<file path="config.mk">
export PLATFORM = sky130hd
export DESIGN_NAME = vlss_top
export DESIGN_NICKNAME = d
export VERILOG_FILES = /design/src/vlss_pkg.sv /design/src/vlss_top.sv /design/src/vlss_slew_map.sv /design/src/vlss_limit_range.sv
export VERILOG_INCLUDE_DIRS = /design/src /design/src/src
export SDC_FILE = /design/constraint.sdc
export NUM_CORES = 1
export LEC_CHECK = 0
export BUFFER_PORTS_ARGS = -buffer_cell sky130_fd_sc_hd__buf_2
export CAP_MARGIN = 30
export CORE_UTILIZATION = 55
export CTS_CLUSTER_SIZE = 24
export DETAILED_ROUTE_END_ITERATION = 8
export PLACE_DENSITY_LB_ADDON = 0.25
export SLEW_MARGIN = 20
export SYNTH_ARGS = -nofsm -noshare
export SYNTH_HDL_FRONTEND = slang
export SYNTH_HIERARCHICAL = 1
export SYNTH_SLANG_ARGS = --single-unit
</file>
<file path="constraint.sdc">
create_clock -name clk_sys -period 10.15 [get_ports clk_sys]
set_input_delay 2.03 -clock clk_sys [delete_from_list [all_inputs] [get_ports clk_sys]]
set_output_delay 2.03 -clock clk_sys [all_outputs]
set_load 0.01 [all_outputs]
</file>
<file path="src/vlss_regs.svh">
// register offsets, field layouts, reset values and ranges for the vlss block
`ifndef VLSS_REGS_SVH
`define VLSS_REGS_SVH

// command codes
`define VLSS_OFS_SETPOINT     8'h21
`define VLSS_OFS_UPPER_LIMIT  8'h24
`define VLSS_OFS_SLEW_RATE    8'h27
`define VLSS_OFS_DIV_RATIO    8'h29

// field layout
`define VLSS_LIM_MANT_W       12
`define VLSS_SLEW_MANT_W      7
`define VLSS_RATIO_MANT_W     3
`define VLSS_EXP_MSB          15
`define VLSS_EXP_LSB          11

// fixed exponents
`define VLSS_VOUT_EXP         5'h17
`define VLSS_SLEW_EXP         5'h1A
`define VLSS_RATIO_EXP        5'h1E

// reset values
`define VLSS_SETPOINT_RST     16'h0133
`define VLSS_UPPER_RST        16'h034D
`define VLSS_SLEW_RST         16'hD03C
`define VLSS_RATIO_RST        16'hF004

// legal divider words and mantissas
`define VLSS_RATIO_ONE        16'hF004
`define VLSS_RATIO_HALF       16'hF002
`define VLSS_RATIO_QUARTER    16'hF001
`define VLSS_RMANT_ONE        3'h4
`define VLSS_RMANT_HALF       3'h2
`define VLSS_RMANT_QUARTER    3'h1

// upper limit valid ranges per ratio
`define VLSS_UL_MIN_ONE       12'h11A
`define VLSS_UL_MAX_ONE       12'h34D
`define VLSS_UL_MIN_HALF      12'h234
`define VLSS_UL_MAX_HALF      12'h69A
`define VLSS_UL_MIN_QUARTER   12'h468
`define VLSS_UL_MAX_QUARTER   12'hC00

// setpoint ceiling, invalid above
`define VLSS_SETPOINT_MAX     12'hB00

// slew bucket upper bounds
`define VLSS_SLEW_B0          7'h05
`define VLSS_SLEW_B1          7'h07
`define VLSS_SLEW_B2          7'h0C
`define VLSS_SLEW_B3          7'h11
`define VLSS_SLEW_B4          7'h19
`define VLSS_SLEW_B5          7'h2F
`define VLSS_SLEW_B6          7'h4F

`endif

</file>
<file path="src/vlss_pkg.sv">
// types shared by the vlss block
package vlss_pkg;
  typedef enum logic [1:0] {
    VLSS_PH_NORMAL,
    VLSS_PH_SOFT_START,
    VLSS_PH_OFF_DELAY,
    VLSS_PH_TURN_OFF
  } vlss_phase_t;
  typedef logic [2:0] vlss_rate_sel_t;
endpackage

</file>
<file path="src/vlss_top.sv">
// output limit, slew rate and divider ratio command registers
`timescale 1ns/1ps
`default_nettype none
`include "vlss_regs.svh"
module vlss_top #(
  parameter int TARGET_W = 20
) (
  // clock and reset
  input wire logic clk_sys,
  input wire logic rst_n,
  // decoded command transactions from the bus engine
  input wire logic cmd_valid,
  input wire logic [7:0] cmd_code,
  input wire logic cmd_write,
  input wire logic [15:0] cmd_wdata,
  // command answers
  output logic resp_valid,
  output logic resp_nack,
  output logic [15:0] resp_rdata,
  // configuration strap and regulator state
  input wire logic loop_slave_strap,
  input wire logic output_on,
  input wire vlss_pkg::vlss_phase_t ramp_phase,
  // other contributors to the effective target
  input wire logic [11:0] lower_limit,
  input wire logic signed [15:0] ref_trim,
  input wire logic signed [15:0] margin_high_step,
  input wire logic signed [15:0] margin_low_step,
  input wire logic margin_high_en,
  input wire logic margin_low_en,
  input wire logic target_input_chg,
  input wire logic lower_limit_wr,
  // ramp rate selection
  input wire vlss_pkg::vlss_rate_sel_t soft_start_ramp,
  input wire vlss_pkg::vlss_rate_sel_t turn_off_ramp,
  output vlss_pkg::vlss_rate_sel_t ramp_rate_sel,
  // reference to the regulation loop, quarter counts of 2^-9 V
  output logic signed [TARGET_W-1:0] reference_q,
  output logic ref_clamped,
  // status event pulses
  output logic misc_fault_flag_set,
  output logic output_warning_flag_set,
  output logic limit_warning_set,
  output logic cml_flag_set,
  output logic invalid_data_set,
  output logic invalid_command_flag_set,
  output logic alert_req,
  // nonvolatile storage
  input wire logic store_all,
  input wire logic nvm_load,
  input wire logic [2:0] nvm_rd_data,
  output logic nvm_wr_en,
  output logic [2:0] nvm_wr_data
);

  // limit times ratio plus shifted margins needs at least 18 bits
  if (TARGET_W < 18 || TARGET_W > 32) begin : g_width_check
    $error("vlss_top: TARGET_W must lie in 18..32");
  end

  logic [11:0] setpoint_r;
  logic [11:0] upper_r;
  logic [6:0] slew_r;
  logic [2:0] ratio_r;
  logic loop_slave_r;
  logic strap_done_r;
  logic recalc_r;
  logic [11:0] ul_lo;
  logic [11:0] ul_hi;
  logic [2:0] slew_sel;

  // command decode
  logic hit_sp, hit_ul, hit_sr, hit_dr, hit;
  logic wr_sp, wr_ul, wr_sr, wr_dr;
  logic refuse;
  logic sp_bad, ul_bad, dr_bad, bad_data;
  logic [2:0] dr_mant;

  assign hit_sp = cmd_code == `VLSS_OFS_SETPOINT;
  assign hit_ul = cmd_code == `VLSS_OFS_UPPER_LIMIT;
  assign hit_sr = cmd_code == `VLSS_OFS_SLEW_RATE;
  assign hit_dr = cmd_code == `VLSS_OFS_DIV_RATIO;
  assign hit = cmd_valid && (hit_sp || hit_ul || hit_sr || hit_dr);
  assign refuse = hit && loop_slave_r;

  assign sp_bad = cmd_wdata[11:0] > `VLSS_SETPOINT_MAX;
  // limit window follows the ratio held right now
  assign ul_bad = cmd_wdata[11:0] < ul_lo || cmd_wdata[11:0] > ul_hi;

  always_comb begin
    dr_bad = 1'b0;
    dr_mant = `VLSS_RMANT_ONE;
    unique case (cmd_wdata)
      `VLSS_RATIO_ONE: dr_mant = `VLSS_RMANT_ONE;
      `VLSS_RATIO_HALF: dr_mant = `VLSS_RMANT_HALF;
      `VLSS_RATIO_QUARTER: dr_mant = `VLSS_RMANT_QUARTER;
      default: dr_bad = 1'b1;
    endcase
  end

  // refused or malformed words never reach a register
  assign wr_sp = hit_sp && cmd_valid && cmd_write && !refuse && !sp_bad;
  assign wr_ul = hit_ul && cmd_valid && cmd_write && !refuse && !ul_bad;
  assign wr_sr = hit_sr && cmd_valid && cmd_write && !refuse;
  assign wr_dr = hit_dr && cmd_valid && cmd_write && !refuse && !dr_bad;
  assign bad_data = hit && cmd_write && !refuse &&
                    ((hit_sp && sp_bad) || (hit_ul && ul_bad) ||
                     (hit_dr && dr_bad));

  vlss_limit_range u_range (
    .ratio_mant(ratio_r),
    .lo(ul_lo),
    .hi(ul_hi)
  );

  vlss_slew_map u_slew (
    .mant(slew_r),
    .sel(slew_sel)
  );

  // strap is caught on the first edge after release, not under reset
  always_ff @(posedge clk_sys) begin
    if (!rst_n) begin
      strap_done_r <= 1'b0;
    end else begin
      strap_done_r <= 1'b1;
    end
  end

  // held for the whole run so a late strap glitch cannot flip the role
  always_ff @(posedge clk_sys) begin
    if (!rst_n) begin
      loop_slave_r <= 1'b0;
    end else if (!strap_done_r) begin
      loop_slave_r <= loop_slave_strap;
    end
  end

  always_ff @(posedge clk_sys) begin
    if (!rst_n) begin
      setpoint_r <= 12'(`VLSS_SETPOINT_RST);
    end else if (wr_sp) begin
      setpoint_r <= cmd_wdata[11:0];
    end
  end

  // only the mantissa is stored; the exponent is a constant on read
  always_ff @(posedge clk_sys) begin
    if (!rst_n) begin
      upper_r <= 12'(`VLSS_UPPER_RST);
    end else if (wr_ul) begin
      upper_r <= cmd_wdata[11:0];
    end
  end

  always_ff @(posedge clk_sys) begin
    if (!rst_n) begin
      slew_r <= 7'(`VLSS_SLEW_RST);
    end else if (wr_sr) begin
      slew_r <= cmd_wdata[6:0];
    end
  end

  // only the slave role gates a ratio write, not a load from storage; otherwise only the value is checked
  always_ff @(posedge clk_sys) begin
    if (!rst_n) begin
      ratio_r <= 3'(`VLSS_RATIO_RST);
    end else if (wr_dr) begin
      ratio_r <= dr_mant;
    end else if (nvm_load && (nvm_rd_data == `VLSS_RMANT_ONE ||
                              nvm_rd_data == `VLSS_RMANT_HALF ||
                              nvm_rd_data == `VLSS_RMANT_QUARTER)) begin
      ratio_r <= nvm_rd_data;
    end
  end

  always_ff @(posedge clk_sys) begin
    if (!rst_n) begin
      nvm_wr_en <= 1'b0;
    end else begin
      nvm_wr_en <= store_all;
    end
  end

  // snapshot taken with the strobe so storage sees one stable word
  always_ff @(posedge clk_sys) begin
    if (!rst_n) begin
      nvm_wr_data <= 3'h0;
    end else if (store_all) begin
      nvm_wr_data <= ratio_r;
    end
  end

  // command answers, one cycle after the request
  logic [15:0] rd_word;
  always_comb begin
    rd_word = 16'h0000;
    if (hit_sp) rd_word = {4'h0, setpoint_r};
    else if (hit_ul) rd_word = {4'h0, upper_r};
    else if (hit_sr) rd_word = {`VLSS_SLEW_EXP, 4'h0, slew_r};
    else if (hit_dr) rd_word = {`VLSS_RATIO_EXP, 8'h00, ratio_r};
  end

  always_ff @(posedge clk_sys) begin
    if (!rst_n) begin
      resp_valid <= 1'b0;
      resp_nack <= 1'b0;
    end else begin
      resp_valid <= hit;
      resp_nack <= refuse || bad_data;
    end
  end

  // read data holds until the next answer so a slow host can still take it
  always_ff @(posedge clk_sys) begin
    if (!rst_n) begin
      resp_rdata <= 16'h0000;
    end else if (hit && !cmd_write && !refuse) begin
      resp_rdata <= rd_word;
    end else if (hit) begin
      resp_rdata <= 16'h0000;
    end
  end

  // effective target and clamp, in quarter counts
  logic signed [TARGET_W-1:0] target_q;
  logic signed [TARGET_W-1:0] max_q;
  logic signed [TARGET_W-1:0] adj;
  logic conflict, overrun, violation;

  // operands widened before the product so no carry is lost
  logic signed [TARGET_W-1:0] sp_w;
  logic signed [TARGET_W-1:0] ul_w;
  logic signed [TARGET_W-1:0] ratio_w;
  assign sp_w = $signed(TARGET_W'(setpoint_r));
  assign ul_w = $signed(TARGET_W'(upper_r));
  assign ratio_w = $signed(TARGET_W'(ratio_r));

  always_comb begin
    adj = TARGET_W'(ref_trim);
    if (margin_high_en) adj = adj + TARGET_W'(margin_high_step);
    if (margin_low_en) adj = adj + TARGET_W'(margin_low_step);
    target_q = sp_w * ratio_w + (adj <<< 2);
    max_q = ul_w * ratio_w;
  end

  // equal limits count as a conflict too
  assign conflict = upper_r <= lower_limit;
  assign overrun = target_q > max_q;
  assign violation = output_on && (conflict || overrun);

  always_ff @(posedge clk_sys) begin
    if (!rst_n) begin
      recalc_r <= 1'b0;
    end else begin
      recalc_r <= wr_sp || wr_ul || wr_dr || lower_limit_wr ||
                  target_input_chg;
    end
  end

  // upper limit wins over the lower limit when they conflict
  always_ff @(posedge clk_sys) begin
    if (!rst_n) begin
      reference_q <= '0;
    end else if (violation) begin
      reference_q <= max_q;
    end else begin
      reference_q <= target_q;
    end
  end

  always_ff @(posedge clk_sys) begin
    if (!rst_n) begin
      ref_clamped <= 1'b0;
    end else begin
      ref_clamped <= violation;
    end
  end

  // warnings only on a change that lands in violation, not every cycle
  logic warn_ev;
  assign warn_ev = recalc_r && violation;

  // limit warnings, one pulse per offending change
  always_ff @(posedge clk_sys) begin
    if (!rst_n) begin
      misc_fault_flag_set <= 1'b0;
      output_warning_flag_set <= 1'b0;
      limit_warning_set <= 1'b0;
    end else begin
      misc_fault_flag_set <= warn_ev;
      output_warning_flag_set <= warn_ev;
      limit_warning_set <= warn_ev;
    end
  end

  // command faults, aligned with the refused answer
  always_ff @(posedge clk_sys) begin
    if (!rst_n) begin
      cml_flag_set <= 1'b0;
      invalid_data_set <= 1'b0;
      invalid_command_flag_set <= 1'b0;
    end else begin
      cml_flag_set <= bad_data;
      invalid_data_set <= bad_data;
      invalid_command_flag_set <= refuse;
    end
  end

  // alert merges every source; masking is done by the status block
  always_ff @(posedge clk_sys) begin
    if (!rst_n) begin
      alert_req <= 1'b0;
    end else begin
      alert_req <= warn_ev || bad_data || refuse;
    end
  end

  // the slew setting covers normal moves and the off-delay state only
  always_ff @(posedge clk_sys) begin
    if (!rst_n) begin
      ramp_rate_sel <= 3'h0;
    end else begin
      unique case (ramp_phase)
        vlss_pkg::VLSS_PH_NORMAL: ramp_rate_sel <= slew_sel;
        vlss_pkg::VLSS_PH_OFF_DELAY: ramp_rate_sel <= slew_sel;
        vlss_pkg::VLSS_PH_SOFT_START: ramp_rate_sel <= soft_start_ramp;
        vlss_pkg::VLSS_PH_TURN_OFF: ramp_rate_sel <= turn_off_ramp;
      endcase
    end
  end

endmodule
`default_nettype wire

</file>
<file path="src/vlss_slew_map.sv">
// maps a slew mantissa onto one of eight fixed ramp rates
`timescale 1ns/1ps
`default_nettype none
`include "vlss_regs.svh"
module vlss_slew_map (
  // programmed mantissa
  input wire logic [6:0] mant,
  // selected bucket, 0 = slowest
  output logic [2:0] sel
);
  always_comb begin
    if (mant <= `VLSS_SLEW_B0) sel = 3'h0;
    else if (mant <= `VLSS_SLEW_B1) sel = 3'h1;
    else if (mant <= `VLSS_SLEW_B2) sel = 3'h2;
    else if (mant <= `VLSS_SLEW_B3) sel = 3'h3;
    else if (mant <= `VLSS_SLEW_B4) sel = 3'h4;
    else if (mant <= `VLSS_SLEW_B5) sel = 3'h5;
    else if (mant <= `VLSS_SLEW_B6) sel = 3'h6;
    else sel = 3'h7;
  end
endmodule
`default_nettype wire

</file>
<file path="src/vlss_limit_range.sv">
// valid upper-limit mantissa window for the divider ratio in force
`timescale 1ns/1ps
`default_nettype none
`include "vlss_regs.svh"
module vlss_limit_range (
  // divider mantissa
  input wire logic [2:0] ratio_mant,
  // window bounds
  output logic [11:0] lo,
  output logic [11:0] hi
);
  always_comb begin
    if (ratio_mant == `VLSS_RMANT_HALF) begin
      lo = `VLSS_UL_MIN_HALF;
      hi = `VLSS_UL_MAX_HALF;
    end else if (ratio_mant == `VLSS_RMANT_QUARTER) begin
      lo = `VLSS_UL_MIN_QUARTER;
      hi = `VLSS_UL_MAX_QUARTER;
    end else begin
      lo = `VLSS_UL_MIN_ONE;
      hi = `VLSS_UL_MAX_ONE;
    end
  end
endmodule
`default_nettype wire

</file>
==> flow_summary.ini <==
[layout]
areaGrowthSynthToFinish_pct = 11.7
seqCellArea_mm2 = 0.00170
drive_gt1_share_pct = 16.3
fin_nets = 1594
fin_area_mm2 = 0.0105
layoutNonFillerInstCount = 1562
diodes = 0
layout_common_cells = buf_2, nand2_1, ha_1, inv_1, nor2_1
multi_input_area_mm2 = 0.00698
nFillCells = 1505
mostFrequentLayoutCell = buf_2

[clocking]
cts_setup_buffers = 0
cts_buffers = 9
cts_root_buf = clkbuf_16
clk_transition_reported_paths_ns = 0.07
cts_tree = yes
clock_latency_ns = 0.35
cts_hold_buf = 0
ctsResizeCount = 0
cts.htree.levels = 3
ctsLongestPathBuffers = 2
clkSinkCount = 85

[worst_setup_path]
r2r_start = ratio_r[0]
required_ns = 10.40
arrival_ns = 8.82
critPathBufInv = 2
cp-end-kind = flop
r2r_setup_slack_ns = 3.13
crit_cells = 30
r2r_end = reference_q[17]
endpoint = reference_q[17]
slowest_stage = a31o_1
crit_path_start_kind = primary input
reg2reg_depth = 30
crit_type = in -> reg
slowest_delay_ns = 0.59
cp-startpoint = ref_trim[0]
path_delay_family = compound AO/OA/AOI/OAI gates
crit_fanout = 18

[synth]
synthArstFlopShare_pct = 0
synth_cell_types = 79
yosysWarnings = 6
synth_area_mm2 = 0.00941
avgSynthCellArea_um2 = 7.72
syn_inst = 1218
synth_edf_count = 0
ys_seq_area_share_pct = 18.1
synth_flop_cell = dfxtp_1
ys_seq_elements = 85

[power]
clkPwrFrac_pct = 25.3
comb_power_share_pct = 47.1
ir_worst_vdd_mv = 0.130
switchingPower_mw = 0.518
p_per_area_mw_per_mm2 = 124
intPower_mw = 0.781
p_sw_share_pct = 39.9
p_leak_nw = 5.21
seqPwrFrac_pct = 27.7
p_total_mw = 1.30

[route]
drt_iter0_drc = 597
routedWlPerCell_um = 15.7
drc_errors = 0
wl_um = 24500
vias = 9073
dr.pass1.iters = 6
via_per_inst = 5.81
antenna_left = 0

[placed_design]
gp_congestion = 0.955
hpwl_um = 19500
place_inst = 1546
place_ws_ns = 1.35
placed_cell_area_mm2 = 0.0102
io_buffers = 159

[sta]
setup_violations = 0
fin_crit_sh_pct = 84.5
fin_skew_ns = 0.0147
min_period_ns = 8.57
max_slew_margin_pct = 35.2
rsz0062_at_grt = no
hold_viol = 0
max_freq_mhz = 117
tightest_slew_ns = 0.971
fin_setup_tns_ns = 0
fin_ws_ns = 1.58
drv_slew = 0

[floorplan]
die_w_um = 133
die_h_um = 133
num_rows = 47
ioPinCount = 160
core_mm2 = 0.0166
dieArea_mm2 = 0.0176
initial_utilization_pct = 56.5

[global_routing]
antenna_found_initial = 0
grt_overflow = 0
grt_pass1_wl_um = 40200
grt_pass1_vias = 8571
grt_usage_pct = 27.9
grt_max_degree = 51

[worst_hold_path]
worstHoldPathType = reg -> reg

[outcome]
status = completed

[flow_run]
maxCapViolCount = 0
-- power by group through the flow --
stage               registers [mW]  logic, mW  clock network [mW]
finish                       0.359      0.611               0.329
global route                 0.361      0.685               0.347
CTS                          0.360      0.606               0.330
detailed placement           0.367      0.601                   0
global placement             0.368      0.589                   0
floorplan                    0.375      0.435                   0
-- stage by stage --
step / hold slack [ns] / util [%]
after floorplan: 0.449 / -
after global placement: 0.469 / 61.3
after detailed placement: 0.471 / 61.4
after CTS: 0.483 / 63.2
after global routing: 0.489 / 63.2
final: 0.482 / 63.2
-- flip-flops by register name (all words and copies together) (netlist names), 3 cells and up --
name,count
upper_r,12
resp_rdata,14
nvm_wr_data,3
reference_q,20
slew_r,7
ratio_r,3
setpoint_r,12
ramp_rate_sel,3
-- area by class of cell --
cell class	count	share of cell area, %
Tap cell	220	2.62
Clock buffer	9	2.14
Multi-Input combinational cell	965	66.4
Sequential cell	85	16.2
Inverter	111	3.96
Clock inverter	7	0.702
Timing Repair Buffer	165	7.97
-- synthesized netlist by cell type (all sizes together) (4+ instances only) --
cell type  instances  area (um2)
a211oi            19         143
nand2            153         577
buf               30         206
and3               9        66.3
mux2i             25         250
or2                5        31.3
o21a              12        90.1
ha               125        1560
inv              111         417
a211o              6        52.6
clkbuf            30         113
nor2              97         364
nand3             26         130
o21ai             55         279
a31oi             12        81.3
and2              17         106
mux2              18         203
o211ai            10        75.1
o31a               4        35.0
a21oi             87         435
a222oi             4        40.0
xnor2             38         333
fa                25         500
o22ai              6        51.3
xor2              19         166
dfxtp             85        1700
nand4             14        87.6
o21bai            11        82.6
nor2b             13        81.3
a221oi             4        41.3
a22oi              9        67.6
nor4              12        75.1
nand2b            19         134
a21o              29         218
nor3              22         115
o31ai             13         111
or3                8        55.1
-- worst min path at each step --
stage                        end  cells past startpoint           from  slack [ns]
2_1_floorplan          slew_r[0]                      2      slew_r[0]        0.45
3_3_place_gp   limit_warning_set                      1       recalc_r        0.47
3_5_place_dp       resp_rdata[7]                      2  resp_rdata[7]        0.47
4_1_cts        limit_warning_set                      1       recalc_r        0.48
5_1_grt        limit_warning_set                      1       recalc_r        0.49
6_report           resp_rdata[5]                      2  resp_rdata[5]        0.48
-- per-layer routing --
| metal | part of all wire [%] | vias up | wire [um] | GRT usage, % |
|---|---|---|---|---|
| li1 | - | 4509 | - | - |
| met1 | 43 | 4182 | 10600 | 34.6 |
| met5 | 0 | - | 0 | 0 |
| met4 | 2.4 | 0 | 594 | 8.81 |
| met3 | 5.9 | 52 | 1440 | 3.45 |
| met2 | 48 | 330 | 11900 | 49.7 |
-- kinds of logic (layout without fill, tap and decap cells) --
| group | Yosys count | after routing | synth area share, % |
|---|---|---|---|
| other cells | 1 | 4 | 0.0399 |
| simple gates | 405 | 405 | 20.3 |
| fa+ha+maj | 150 | 150 | 21.9 |
| flops | 85 | 85 | 18.1 |
| mux | 43 | 43 | 4.81 |
| xor+xnor | 57 | 57 | 5.31 |
| compound gates | 306 | 306 | 21.7 |
| buf+inv | 171 | 292 | 7.82 |
-- tightest hold or removal path, stage by stage (launching register included) --
cell and delay (ns):
dfxtp_1 0.32, a21oi_1 0.06, nor2_1 0.07
(Power assumes the default switching activity.)
